$ cat src/design/presence_pkg.sv
package presence_pkg;
  // timing: one second tick derived from the system clock period
  localparam int unsigned SEC_NS = 1000000000;
  localparam int unsigned CLK_NS = 100;
  localparam int unsigned TICK_CYC = SEC_NS / CLK_NS;
  localparam int unsigned TW = 9;
  // delays in seconds
  localparam logic [7:0] EXT_CYCLE_S = 8'h09;
  localparam logic [7:0] EXT_ACTIVE_S = 8'h06;
  localparam logic [7:0] BASE_DELAY_S = 8'h0A;
  localparam logic [7:0] ADD_DELAY_RST = 8'h00;
  // register offsets
  localparam logic [7:0] OFF_CTRL = 8'h00;
  localparam logic [7:0] OFF_CYCLE = 8'h04;
  localparam logic [7:0] OFF_ACTIVE = 8'h08;
  localparam logic [7:0] OFF_ADD = 8'h0C;
  localparam logic [7:0] OFF_STATUS = 8'h10;
  // control register layout and reset value
  localparam logic [7:0] CTRL_RST = 8'h30;
  localparam int unsigned CTRL_ROLE_LSB = 0;
  localparam int unsigned CTRL_MODE_LSB = 2;
  localparam int unsigned CTRL_TWL_BIT = 4;
  localparam int unsigned CTRL_EXTDEP_BIT = 5;
  localparam int unsigned CTRL_LOCK_LSB = 6;

  typedef enum logic [1:0] {
    ROLE_SINGLE = 2'b00,
    ROLE_MAIN = 2'b01,
    ROLE_EXT = 2'b10
  } role_t;

  typedef enum logic [1:0] {
    MODE_FULL = 2'b00,
    MODE_SEMI1 = 2'b01,
    MODE_SEMI2 = 2'b10
  } mode_t;

  typedef enum logic [1:0] {
    LOCK_NONE = 2'b00,
    LOCK_ON = 2'b01,
    LOCK_OFF = 2'b10
  } lock_t;

  typedef enum logic [1:0] {
    ST_IDLE = 2'b00,
    ST_ACTIVE = 2'b01,
    ST_LOCKED = 2'b10
  } state_t;
endpackage

$ cat src/design/pin_sync.sv
`timescale 1ns/1ps
`default_nettype none
module pin_sync (
  input wire logic clk_i, // system clock
  input wire logic sys_rst_i, // sync reset, high
  input wire logic pin_i, // asynchronous pin
  output logic sync_o // synchronised level
);
  logic meta_q;

  // two stages; only the second one is visible outside
  always_ff @(posedge clk_i) begin
    if (sys_rst_i) begin
      meta_q <= 1'b0;
      sync_o <= 1'b0;
    end else begin
      meta_q <= pin_i;
      sync_o <= meta_q;
    end
  end
endmodule // pin_sync
`default_nettype wire

$ cat src/design/sec_timer.sv
`timescale 1ns/1ps
`default_nettype none
module sec_timer #(
  parameter int unsigned W = 9
) (
  input wire logic clk_i, // system clock
  input wire logic sys_rst_i, // sync reset, high
  input wire logic tick_i, // one second enable pulse
  input wire logic start_i, // load and run
  input wire logic stop_i, // abort, wins over start
  input wire logic [W-1:0] load_i, // seconds to run
  output logic run_o, // timer running
  output logic expire_o // one cycle at the end
);
  logic [W-1:0] cnt_q;

  // a zero load still runs one tick so expiry is never lost
  always_ff @(posedge clk_i) begin
    if (sys_rst_i) begin
      cnt_q <= '0;
      run_o <= 1'b0;
      expire_o <= 1'b0;
    end else begin
      expire_o <= 1'b0;
      if (stop_i) begin
        cnt_q <= '0;
        run_o <= 1'b0;
      end else if (start_i) begin
        cnt_q <= (load_i == '0) ? W'(1) : load_i;
        run_o <= 1'b1;
      end else if (run_o && tick_i) begin
        if (cnt_q <= W'(1)) begin
          cnt_q <= '0;
          run_o <= 1'b0;
          expire_o <= 1'b1;
        end else begin
          cnt_q <= cnt_q - W'(1);
        end
      end
    end
  end
endmodule // sec_timer
`default_nettype wire

$ cat src/design/presence_fsm.sv
`timescale 1ns/1ps
`default_nettype none
module presence_fsm
  import presence_pkg::*;
#(
  parameter int unsigned TICK_CYC_P = TICK_CYC
) (
  input wire logic clk_i, // 10 MHz system clock
  input wire logic sys_rst_i, // sync reset, high
  input wire logic [7:0] addr_i, // register byte address
  input wire logic [7:0] wdata_i, // register write data
  input wire logic wr_i, // write strobe
  input wire logic rd_i, // read strobe
  output logic [7:0] rdata_o, // read data, cycle after rd_i
  input wire logic pir_motion_i, // motion sensor pin, async
  input wire logic ext_motion_i, // external motion telegram pulse
  input wire logic manual_on_i, // manual ON telegram pulse
  input wire logic manual_off_i, // manual OFF telegram pulse
  input wire logic disable_i, // disable object level
  input wire logic below_twilight_i, // brightness under twilight
  input wire logic above_switchoff_i, // brightness over switch-off
  input wire logic twl_deact_i, // deactivation from main unit
  output logic act_on_o, // actuator output state
  output logic begin_tlg_o, // begin-of-detection telegram
  output logic end_tlg_o, // end-of-detection telegram
  output logic motion_tlg_o, // extension motion telegram
  output logic twl_deact_o, // deactivation to extensions
  output logic locked_o // block is disabled
);
  localparam int unsigned DW = $clog2(TICK_CYC_P + 1);

  logic [7:0] ctrl_q;
  logic [7:0] cyc_q;
  logic [7:0] actv_q;
  logic [7:0] add_q;
  logic [DW-1:0] div_q;
  logic tick_q;
  logic swoff_q;
  state_t st_q;
  state_t st_d;
  logic pir_s;
  logic dly_run;
  logic dly_exp;
  logic cyc_run;
  logic cyc_exp;
  logic act_d;

  ////////////////////////////////////////////////////////////////////
  // register port
  wire sel_ctrl = (addr_i == OFF_CTRL);
  wire sel_cyc = (addr_i == OFF_CYCLE);
  wire sel_actv = (addr_i == OFF_ACTIVE);
  wire sel_add = (addr_i == OFF_ADD);
  wire sel_stat = (addr_i == OFF_STATUS);
  wire [7:0] status_w = {3'b000, cyc_run, dly_run, act_on_o, st_q};
  // unmapped addresses read as zero
  wire [7:0] rd_mux = sel_ctrl ? ctrl_q :
                      sel_cyc ? cyc_q :
                      sel_actv ? actv_q :
                      sel_add ? add_q :
                      sel_stat ? status_w : 8'h00;

  // configuration writes
  always_ff @(posedge clk_i) begin
    if (sys_rst_i) begin
      ctrl_q <= CTRL_RST;
      cyc_q <= EXT_CYCLE_S;
      actv_q <= EXT_ACTIVE_S;
      add_q <= ADD_DELAY_RST;
    end else if (wr_i) begin
      if (sel_ctrl) ctrl_q <= wdata_i;
      if (sel_cyc) cyc_q <= wdata_i;
      if (sel_actv) actv_q <= wdata_i;
      if (sel_add) add_q <= wdata_i;
    end
  end

  // read data valid only in the cycle after the strobe
  always_ff @(posedge clk_i) begin
    if (sys_rst_i) rdata_o <= 8'h00;
    else rdata_o <= rd_i ? rd_mux : 8'h00;
  end

  ////////////////////////////////////////////////////////////////////
  // one second enable; a shorter parameter speeds simulation
  always_ff @(posedge clk_i) begin
    if (sys_rst_i) begin
      div_q <= '0;
      tick_q <= 1'b0;
    end else if (div_q == DW'(TICK_CYC_P - 1)) begin
      div_q <= '0;
      tick_q <= 1'b1;
    end else begin
      div_q <= div_q + DW'(1);
      tick_q <= 1'b0;
    end
  end

  // sensor pin crosses into the clock domain
  pin_sync u_pir (
    .clk_i(clk_i),
    .sys_rst_i(sys_rst_i),
    .pin_i(pir_motion_i),
    .sync_o(pir_s)
  );

  ////////////////////////////////////////////////////////////////////
  // configuration decode
  wire [1:0] role = ctrl_q[CTRL_ROLE_LSB +: 2];
  wire [1:0] mode = ctrl_q[CTRL_MODE_LSB +: 2];
  wire [1:0] lock_act = ctrl_q[CTRL_LOCK_LSB +: 2];
  wire is_ext = (role == ROLE_EXT);
  wire is_main = (role == ROLE_MAIN);
  wire twl_en = ctrl_q[CTRL_TWL_BIT];
  wire ext_dep = ctrl_q[CTRL_EXTDEP_BIT];

  // brightness gate for new detections
  // twilight off or overridden
  wire bright_ok = !twl_en | below_twilight_i | (is_ext & twl_deact_i);
  wire ext_ok = !is_ext & ext_motion_i;
  wire pir_trig = pir_s & bright_ok;
  wire ext_trig = ext_ok & (bright_ok | !ext_dep);
  wire auto_start = (mode != MODE_SEMI1) & (pir_trig | ext_trig);
  wire start_det = (st_q == ST_IDLE) & !disable_i &
                   (manual_on_i | auto_start);
  wire motion_any = pir_s | ext_ok | manual_on_i;
  wire retrig = (st_q == ST_ACTIVE) & !disable_i & !manual_off_i &
                motion_any & !swoff_q & (mode != MODE_SEMI2);
  wire end_det = (st_q == ST_ACTIVE) & !disable_i &
                 (manual_off_i | dly_exp);
  // extension uses its own active time
  wire [TW-1:0] dly_load = is_ext ? {1'b0, actv_q} :
                           {1'b0, BASE_DELAY_S} + {1'b0, add_q};
  wire dly_start = (start_det | retrig) & (mode != MODE_SEMI2);
  wire dly_stop = end_det | disable_i;
  wire cyc_due = (st_q == ST_ACTIVE) & cyc_exp & !end_det & !disable_i;
  wire cyc_start = is_ext & (start_det | cyc_due);

  // detection delay
  sec_timer #(.W(TW)) u_dly (
    .clk_i(clk_i),
    .sys_rst_i(sys_rst_i),
    .tick_i(tick_q),
    .start_i(dly_start),
    .stop_i(dly_stop),
    .load_i(dly_load),
    .run_o(dly_run),
    .expire_o(dly_exp)
  );

  // extension telegram cycle
  sec_timer #(.W(TW)) u_cyc (
    .clk_i(clk_i),
    .sys_rst_i(sys_rst_i),
    .tick_i(tick_q),
    .start_i(cyc_start),
    .stop_i(dly_stop),
    .load_i({1'b0, cyc_q}),
    .run_o(cyc_run),
    .expire_o(cyc_exp)
  );

  ////////////////////////////////////////////////////////////////////
  // detection state
  always_comb begin
    st_d = st_q;
    case (st_q)
      ST_IDLE: begin
        if (disable_i) st_d = ST_LOCKED;
        else if (start_det) st_d = ST_ACTIVE;
      end
      ST_ACTIVE: begin
        if (disable_i) st_d = ST_LOCKED;
        else if (end_det) st_d = ST_IDLE;
      end
      ST_LOCKED: begin
        if (!disable_i) st_d = ST_IDLE;
      end
      default: st_d = ST_IDLE;
    endcase
  end

  // actuator state, forced while locked
  always_comb begin
    act_d = act_on_o;
    if (is_ext) act_d = 1'b0;
    else if (st_q == ST_LOCKED || disable_i) begin
      if (!disable_i) act_d = 1'b0;
      else if (lock_act == LOCK_ON) act_d = 1'b1;
      else if (lock_act == LOCK_OFF) act_d = 1'b0;
    // main or single drives the output
    end else if (start_det) act_d = 1'b1;
    else if (end_det) act_d = 1'b0;
  end

  always_ff @(posedge clk_i) begin
    if (sys_rst_i) begin
      st_q <= ST_IDLE;
      swoff_q <= 1'b0;
      act_on_o <= 1'b0;
      begin_tlg_o <= 1'b0;
      end_tlg_o <= 1'b0;
      motion_tlg_o <= 1'b0;
      twl_deact_o <= 1'b0;
      locked_o <= 1'b0;
    end else begin
      st_q <= st_d;
      swoff_q <= (st_d == ST_ACTIVE) & !is_ext &
                 (swoff_q | (above_switchoff_i & (st_q == ST_ACTIVE)));
      act_on_o <= act_d;
      begin_tlg_o <= start_det & !is_ext;
      end_tlg_o <= !is_ext & (end_det |
                   ((st_q == ST_LOCKED) & !disable_i & act_on_o));
      // telegram at start and cycle only
      motion_tlg_o <= is_ext & (start_det | cyc_due);
      twl_deact_o <= is_main & act_d;
      locked_o <= (st_d == ST_LOCKED);
    end
  end
endmodule // presence_fsm
`default_nettype wire

$ cat config.mk
export PLATFORM = sky130hd
export DESIGN_NAME = presence_fsm
export DESIGN_NICKNAME = d
export VERILOG_FILES = /design/src/design/presence_pkg.sv /design/src/design/pin_sync.sv /design/src/design/sec_timer.sv /design/src/design/presence_fsm.sv
export SDC_FILE = /design/constraint.sdc
export NUM_CORES = 1
export LEC_CHECK = 0
export CORE_ASPECT_RATIO = 2
export CORE_MARGIN = 2
export CORE_UTILIZATION = 40
export CTS_CLUSTER_SIZE = 16
export DETAILED_ROUTE_END_ITERATION = 7
export DONT_BUFFER_PORTS = 1
export PLACE_DENSITY = 0.6
export SLEW_MARGIN = 20
export SYNTH_ARGS = -nofsm -noshare
export SYNTH_HDL_FRONTEND = slang
export SYNTH_SLANG_ARGS = --single-unit
$ cat constraint.sdc
create_clock -name clk_i -period 3.3 [get_ports clk_i]
set_input_delay 0.165 -clock clk_i [delete_from_list [all_inputs] [get_ports clk_i]]
set_output_delay 0.165 -clock clk_i [all_outputs]
set_load 0.005 [all_outputs]
==> results.json, run 1 <==
{
  "core_area_mm2": 0.01163,
  "setup-tns-final_ns": 0,
  "powerDensity_mw_per_mm2": 468.9,
  "die_extent_in_y_um": 158.2,
  "cts-buffers-inserted": 9,
  "detailedRoute.firstIterationViolations": 252,
  "cts.path.max_buffers": 2,
  "vias_per_cell": 5.689,
  "critical_path_class": "flop to flop",
  "synth.largest_area_cell": "dfxtp_1",
  "outcome": "complete, no violations",
  "setup_ws_post_layout_ns": 0.8745,
  "layout_commonest_cell": "dfxtp_1",
  "place.detailed.hpwl_um": 9509,
  "average_wire_per_standard_cell_um": 17.63,
  "critical_path_arrival_ns": 2.68,
  "vdd.ir_drop.worst_uv": 302.5,
  "initial_standard_cell_utilization_of_the_core": 0.4088,
  "post_synthesis_register_bit_count": 98,
  "synth_top_area_share": 0.4126,
  "synth.cell_area_mm2": 0.004755,
  "setup-violations-final": 0,
  "clk_root_buffer_cell": "clkbuf_16",
  "layout.cell_area.non_filler_mm2": 0.005294,
  "crit_path_max_fanout": 19,
  "power.leakage_nw": 1.991,
  "post-place-ws_ns": 0.8978,
  "synth_nets": 588,
  "finish.utilization": 0.4551,
  "num-nets-final": 592,
  "remaining_drc_errors": 0,
  "area_growth_pct": 11.34,
  "cts_tree": "done",
  "edff_count_synth": 0,
  "first_pass_grt_wire_length_um": 20020,
  "post-layout-total-power_mw": 2.482,
  "startpoint_type_of_the_worst_setup_path": "flop",
  "max_cap_viols": 0,
  "drt_pre_antenna_iters": 5,
  "post_route_wl_um": 12480,
  "yosys_warns": 0,
  "post-route-period-util": 0.7350,
  "period_minus_slack_ns": 2.425,
  "top_level_ports": 42,
  "wl_met3_um": 508,
  "route.top_layer_used": "met4",
  "clkLatencyLatePin_ns": 0.34,
  "slew_viol_final": 0,
  "sequential_element_share_of_the_synthesized_area": 0.4126,
  "grt_overflow_total": 0,
  "final-hold-violation-count": 0,
  "timing.hold.worst.class": "input pin to flop",
  "fin_skew_ns": 0.01065,
  "number_of_port_buffers": 0,
  "synth_cell_type_count": 60,
  "grt_setup_unrepaired": "false",
  "worstMarginPinSlew_ns": 0.6897,
  "gpl.final_weighted_congestion": 0.8563,
  "slew_headroom": 0.5363,
  "place_area_mm2": 0.004858,
  "cell_types_with_the_largest_area_share_after_synthesis": "dfxtp_1 (41%), nor2_1 (6.9%), mux2i_1 (6.7%)",
  "antenna_left": 0,
  "route.layer.met1.wl_um": 4368,
  "vias_in_the_first_global_route": 4031,
  "grt_max_degree": 36,
  "wl_met2_um": 7132,
  "endpoint_kind": "flop",
  "die_w_um": 81.09,
  "wp_data_required_ns": 3.56,
  "synth.avg_cell_area_um2": 8.582,
  "netlist_instances": 554,
  "die_area_mm2": 0.01283,
  "grt_antenna_before_repair": 0,
  "number_of_core_rows": 56,
  "asyncSetResetFlopFracSynth": 0,
  "final_layout_size_suffix_gt1_frac": 0.07105,
  "layout.cells.most_common_list": "dfxtp_1 (98), nor2_1 (88), nand2_1 (50)",
  "ys_dominant_reg_cell": "dfxtp_1",
  "clkTransAtPathRegs_ns": 0.07,
  "n_antenna_cell": 0,
  "numClockSinks": 98,
  "grt_util_all_layers": 0.2070,
  "maxClockFrequency_mhz": 412.3,
  "htree_num_levels": 3,
  "vias": 4028
}
==> per-stage QoR <==
stage | hold WS [ns] | std cells
3_5_place_dp | 0.2445 | 682
5_1_grt | 0.01814 | 708
6_report | 0.01700 | 708
2_1_floorplan | 0.2892 | 554
4_1_cts | 0.0003936 | 708
3_3_place_gp | 0.2417 | 682
==> power breakdown <==
| group | internal, mW | switching [mW] | total, mW |
|---|---|---|---|
| sequential | 1.20 | 0.0161 | 1.21 |
| combinational | 0.0562 | 0.0810 | 0.137 |
| clock | 0.671 | 0.462 | 1.13 |
| total | 1.92 | 0.559 | 2.48 |
==> critical path, stage by stage, from the launching register on <==
cell	delay [ns]
dfxtp_1	0.39
nand2b_1	0.46
a21oi_1	0.24
nor4b_2	0.43
a2bb2oi_4	0.47
a221oi_1	0.11
a311oi_1	0.25
==> sequential cells by signal, summed over array words and instances, names as in the netlist, 2 cells and up <==
name / count
div_q: 24
u_cyc.cnt_q: 9
u_dly.cnt_q: 9
actv_q: 8
add_q: 8
ctrl_q: 8
cyc_q: 8
rdata_o: 8
st_q: 2
==> path summary, 6_finish.rpt <==
| path | slack [ns] | end | depth (start not counted) | start |
|---|---|---|---|---|
| hold / removal | 0.02 | st_q[1] | 2 | disable_i |
| setup / recovery | 0.87 | u_dly.cnt_q[2] | 6 | ctrl_q[0] |
| hold reg to reg | 0.45 | u_pir.sync_o | 1 | u_pir.meta_q |
| setup reg to reg | 0.87 | u_dly.cnt_q[2] | 6 | ctrl_q[0] |
==> final cells by class <==
type	instances	area (µm²)
clock buffers	9	225.2
clock inverters	7	100.1
fillers	1159	6337
inverters	17	63.81
multi-input cells	417	2614
flip-flops and latches	98	1962
well taps	145	181.4
repair buffers	15	147.6
==> what timing repair did <==
| item | in CTS | in global routing |
|---|---|---|
| gates resized for setup | 0 | 0 |
| hold buffers | 10 | 0 |
| hold endpoints to repair | 41 | 0 |
| setup endpoints to repair | 0 | 0 |
| setup buffers | 0 | 0 |
==> synth_stat cells (6+ instances only) <==
cell type	instances
dfxtp_1	98
nor2_1	88
nand2_1	50
a21oi_1	34
mux2i_1	32
nand3_1	28
nor3_1	28
a211oi_1	19
xor2_1	18
o21ai_0	17
inv_1	16
clkbuf_1	13
xnor2_1	8
and3_1	7
nor2b_1	7
nor4_1	7
a31oi_1	6
ha_1	6
nand4_1	6
==> routing by layer <==
layer,GRT usage,up-vias
met2,0.4085,105
met3,0.03991,35
met5,0,-
met1,0.1950,1904
li1,-,1984
met4,0.09605,0
==> cell families (layout without fill, tap and decap cells) <==
family,after synthesis,after routing,share of synthesized area
adder cells (fa/ha/maj),7,7,0.01789
AO/OA/AOI/OAI,95,95,0.1305
flip-flops,98,98,0.4126
multiplexers,37,37,0.08632
XOR/XNOR,26,26,0.04790
buffers and inverters,39,48,0.03868
AND/OR/NAND/NOR,252,252,0.2660
Note: power is estimated with default switching activity, not from simulation.
==> run 2, diff against run 1 <==
Clock period 3.3 ns to 2.3 ns, I/O delays scaled along.
==> results.json, run 2 (synthesis results as in run 1) <==
{
  "crit_buf_inv": 1,
  "reg2regPathDepth": 7,
  "timing.hold.worst.class": "input pin to flop",
  "vias_per_cell": 5.657,
  "gpl.final_weighted_congestion": 0.8459,
  "area_growth_pct": 13.55,
  "final_layout_size_suffix_gt1_frac": 0.08981,
  "vias": 4107,
  "setup-tns-final_ns": 0,
  "largestRegisters": "div_q x24, u_cyc.cnt_q x9, u_dly.cnt_q x9",
  "min_from": "addr_i[4]",
  "final-hold-violation-count": 0,
  "maxClockFrequency_mhz": 461.6,
  "slew_viol_final": 0,
  "post_route_wl_um": 12920,
  "critPathSlowestCell": "nor4b_4",
  "cts-buffers-inserted": 9,
  "setup-violations-final": 0,
  "max_cap_viols": 0,
  "power.leakage_nw": 2.054,
  "clkPwrFrac": 0.415,
  "number_of_port_buffers": 0,
  "finalNonFillerCells": 726,
  "cts_tree": "done",
  "htree_num_levels": 3,
  "clkTransAtPathRegs_ns": 0.07,
  "cts.path.max_buffers": 2,
  "timing_startpoint_of_the_critical_path": "ctrl_q[0]",
  "grt_overflow_total": 0,
  "top_level_ports": 42,
  "outcome": "complete, no violations",
  "die_area_mm2": 0.01283,
  "cell_family_with_the_largest_share_of_critical_path_delay": "compound AO/OA/AOI/OAI gates",
  "initial_standard_cell_utilization_of_the_core": 0.4088,
  "cts_setup_buffers": 0,
  "antenna_left": 0,
  "fin_skew_ns": 0.01271,
  "worstPathCellList": "nand2b_1 -> a311oi_2 -> nor4b_4 -> buf_4 -> a2bb2oi_4 -> a221oi_1 -> a311oi_1",
  "post-route-period-util": 0.9420,
  "critical_path_arrival_ns": 2.41,
  "wp_data_required_ns": 2.55,
  "share_seq_of_total_power": 0.518,
  "worstSetupPathDepth": 7,
  "grt_antenna_before_repair": 2,
  "drt_pre_antenna_iters": 5,
  "grt_max_degree": 38,
  "core_area_mm2": 0.01163,
  "die_w_um": 81.09,
  "vias_in_the_first_global_route": 4128,
  "worst_path_largest_cell_delay_ns": 0.38,
  "number_of_core_rows": 56,
  "min_delay_path_depth": 2,
  "power.net_switching_mw": 0.8072,
  "die_extent_in_y_um": 158.2,
  "startpoint_type_of_the_worst_setup_path": "flop",
  "detailedRoute.firstIterationViolations": 288,
  "reg2reg_from": "ctrl_q[0]",
  "remaining_drc_errors": 0,
  "cell_internal_pwr_mw": 2.546,
  "dpl.cell_count": 695,
  "power.share.switching": 0.2407,
  "power.combinational.fraction": 0.067,
  "top_register": "div_q",
  "average_wire_per_standard_cell_um": 17.80,
  "crit_path_max_fanout": 16,
  "filler_cell_count": 1194,
  "final.hold.worst_slack_ns": 0.004028,
  "powerDensity_mw_per_mm2": 621.1,
  "endpoint_kind": "flop",
  "clk_root_buffer_cell": "clkbuf_16",
  "slew_headroom": 0.6675,
  "largest_reg_flops": 24,
  "clkLatencyLatePin_ns": 0.35,
  "layout.cells.most_common_list": "dfxtp_1 (98), nor2_1 (88), nand2_1 (50)",
  "grt_util_all_layers": 0.2118,
  "period_minus_slack_ns": 2.167,
  "numClockSinks": 98,
  "layout_commonest_cell": "dfxtp_1",
  "first_pass_grt_wire_length_um": 20580,
  "num-nets-final": 609,
  "worstMarginPinSlew_ns": 0.4942,
  "critical_path_class": "flop to flop",
  "place.detailed.hpwl_um": 9746,
  "vdd.ir_drop.worst_uv": 380.0
}
==> run 2: changes by cell type in the layout (fill, tap and decap cells not counted), sizes merged, moves of 2 or more <==
cell,delta
buf,+13
dlygate4sd3,+4
bufinv,-2
diode,+2
==> run 2: timing repair <==
| item | CTS | global route |
|---|---|---|
| gates resized for setup | 1 | 2 |
| setup endpoints to repair | 3 | 1 |
| endpoints found under the hold margin | 49 | 0 |
| hold buffers | 14 | 0 |
| pin swaps | 0 | 0 |
==> run 2: per-layer routing <==
layer	track usage	vias to the layer above	share of wire
met4	0.1122	0	0.048
met3	0.03991	36	0.041
met1	0.2061	1944	0.35
met2	0.4046	117	0.56
met5	0	-	0
li1	-	2010	-
==> run 2: worst paths after layout <==
check                    to  slack, ns
min reg2reg    u_pir.sync_o       0.44
max reg2reg  u_dly.cnt_q[2]       0.13
min              rdata_o[2]      0.004
max          u_dly.cnt_q[2]       0.13
==> run 2: per-stage QoR <==
| step | instance area, µm² | util | setup WS, ns | total power [mW] |
|---|---|---|---|---|
| 2_1_floorplan | 4755 | - | 0.3545 | 1.923 |
| 3_3_place_gp | 4956 | 0.4261 | 0.1357 | 1.946 |
| 3_5_place_dp | 4956 | 0.4261 | -0.07975 | 1.951 |
| 4_1_cts | 5378 | 0.4623 | 0.1296 | 3.374 |
| 5_1_grt | 5399 | 0.4642 | -0.02865 | 3.450 |
| 6_report | 5399 | 0.4642 | 0.1334 | 3.354 |
==> run 2: layout make-up <==
| class | count | area (µm²) | area share |
|---|---|---|---|
| well taps | 145 | 181.4 | 0.03360 |
| flip-flops and latches | 98 | 1962 | 0.3634 |
| inverters | 17 | 63.81 | 0.01182 |
| clock buffers | 10 | 229.0 | 0.04241 |
| diodes | 2 | 5.005 | 0.0009270 |
| multi-input cells | 417 | 2634 | 0.4878 |
| repair buffers | 32 | 285.3 | 0.05284 |
| clock inverters | 5 | 38.79 | 0.007184 |
==> run 2: power groups by stage <==
stage	clock network [mW]	logic (mW)	registers, mW
6_report	1.39	0.224	1.74
5_1_grt	1.47	0.243	1.74
4_1_cts	1.42	0.221	1.74
3_5_place_dp	0	0.176	1.78
3_3_place_gp	0	0.171	1.77
2_1_floorplan	0	0.154	1.77
==> run 3, diff against run 2 <==
Settings changed: SETUP_SLACK_MARGIN from default to 0.15.
==> results.json, run 3 (synthesis results as in run 1) <==
{
  "wl_met2_um": 7321,
  "drt_pre_antenna_iters": 4,
  "cts-buffers-inserted": 9,
  "power.leakage_nw": 2.073,
  "numClockSinks": 98,
  "cts.path.max_buffers": 2,
  "setup-tns-final_ns": 0,
  "grt_overflow_total": 0,
  "grt_max_degree": 38,
  "slew_headroom": 0.6749,
  "reg2regPathDepth": 8,
  "slew_viol_final": 0,
  "layout_commonest_cell": "dfxtp_1",
  "timing.hold.worst.class": "input pin to flop",
  "outcome": "complete, no violations",
  "endpoint_kind": "flop",
  "initial_standard_cell_utilization_of_the_core": 0.4088,
  "cts_tree": "done",
  "clkTransAtPathRegs_ns": 0.07,
  "setup-violations-final": 0,
  "route.top_layer_used": "met4",
  "wp_data_required_ns": 2.59,
  "htree_num_levels": 3,
  "gpl.final_weighted_congestion": 0.8459,
  "critPathCapture": "u_dly.expire_o",
  "average_wire_per_standard_cell_um": 17.63,
  "period_minus_slack_ns": 2.074,
  "clk_root_buffer_cell": "clkbuf_16",
  "dpl.cell_count": 695,
  "layout.cells.most_common_list": "dfxtp_1 (98), nor2_1 (88), nand2_1 (50)",
  "reg2reg_from": "ctrl_q[0]",
  "post-place-ws_ns": -0.07975,
  "detailedRoute.firstIterationViolations": 287,
  "antenna_left": 0,
  "fin_skew_ns": 0.01362,
  "finish.utilization": 0.4678,
  "grt_util_all_layers": 0.2118,
  "area_growth_pct": 14.45,
  "startpoint_type_of_the_worst_setup_path": "flop",
  "post_route_wl_um": 12850,
  "grt_antenna_before_repair": 2,
  "num-nets-final": 612,
  "place.detailed.hpwl_um": 9746,
  "clkLatencyLatePin_ns": 0.35,
  "crit_path_max_fanout": 16,
  "largestRegisters": "div_q x24, u_cyc.cnt_q x9, u_dly.cnt_q x9",
  "final-hold-violation-count": 0,
  "critical_path_arrival_ns": 2.37,
  "vdd.ir_drop.worst_uv": 372.9,
  "vias_in_the_first_global_route": 4128,
  "setup_ws_post_layout_ns": 0.2258,
  "post-layout-total-power_mw": 3.350,
  "number_of_port_buffers": 0,
  "powerDensity_mw_per_mm2": 615.6,
  "worstMarginPinSlew_ns": 0.4832,
  "remaining_drc_errors": 0,
  "final_layout_size_suffix_gt1_frac": 0.09622,
  "wl_met3_um": 401,
  "timing_startpoint_of_the_critical_path": "ctrl_q[0]",
  "number_of_core_rows": 56,
  "reg2reg_slack_ns": 0.23,
  "core_area_mm2": 0.01163,
  "grt_setup_unrepaired": "false",
  "die_w_um": 81.09,
  "maxClockFrequency_mhz": 482.1,
  "vias": 4073,
  "max_cap_viols": 0,
  "route.layer.met1.wl_um": 4588,
  "largest_reg_flops": 24,
  "rr_endpoint": "u_dly.expire_o",
  "die_area_mm2": 0.01283,
  "die_extent_in_y_um": 158.2,
  "finalNonFillerCells": 729,
  "first_pass_grt_wire_length_um": 20580,
  "vias_per_cell": 5.587,
  "critical_path_class": "flop to flop",
  "top_level_ports": 42,
  "top_register": "div_q",
  "post-route-period-util": 0.9018
}
## run 3: where the power goes
part / internal (mW) / switching [mW]
Clock: 0.735 / 0.647
Sequential: 1.72 / 0.0209
Combinational: 0.101 / 0.130
Total: 2.55 / 0.798
## run 3: worst min-delay path by stage
stage          startpoint      endpoint  slack [ns]  depth (start not counted)
6_report        addr_i[4]    rdata_o[2]        0.01                          2
5_1_grt         disable_i       swoff_q        0.03                          3
4_1_cts         addr_i[4]    rdata_o[2]       0.002                          2
3_5_place_dp    sys_rst_i  u_pir.meta_q        0.19                          1
3_3_place_gp    sys_rst_i  u_pir.meta_q        0.19                          1
2_1_floorplan  wdata_i[3]      cyc_q[3]        0.24                          2
## run 3: routing by layer
layer / up-vias / track usage
met4: 0 / 0.1122
met3: 32 / 0.03991
met2: 95 / 0.4046
met1: 1928 / 0.2061
met5: - / 0
li1: 2018 / -
## run 3: through the flow
step                      hold slack [ns]  area [µm²]
after detailed placement           0.1922        4956
after global placement             0.1899        4956
after CTS                        0.001826        5378
after floorplan                    0.2392        4755
final                             0.01136        5441
after global routing              0.02551        5441
## run 3: cell type report
cell class	instances	area (µm²)
Antenna cell	2	5.005
Clock buffer	10	229.0
Clock inverter	5	38.79
Fill cell	1189	6190
Inverter	17	63.81
Multi-Input combinational cell	417	2641
Sequential cell	98	1962
Tap cell	145	181.4
Timing Repair Buffer	35	320.3
## run 3: what timing repair did
action / CTS / global route
buffers inserted: 0 / 3
hold endpoints to repair: 49 / 0
pin swaps: 0 / 1
gates resized for setup: 1 / 4
hold buffers: 14 / 0
setup endpoints to repair: 6 / 16
## run 3: critical path, stage by stage (launching register included)
cell	delay (ns)
dfxtp_1	0.33
nand2b_1	0.21
a311oi_2	0.44
nor4b_4	0.11
buf_4	0.16
a2bb2oi_4	0.14
buf_12	0.15
nor4b_1	0.29
buf_4	0.18
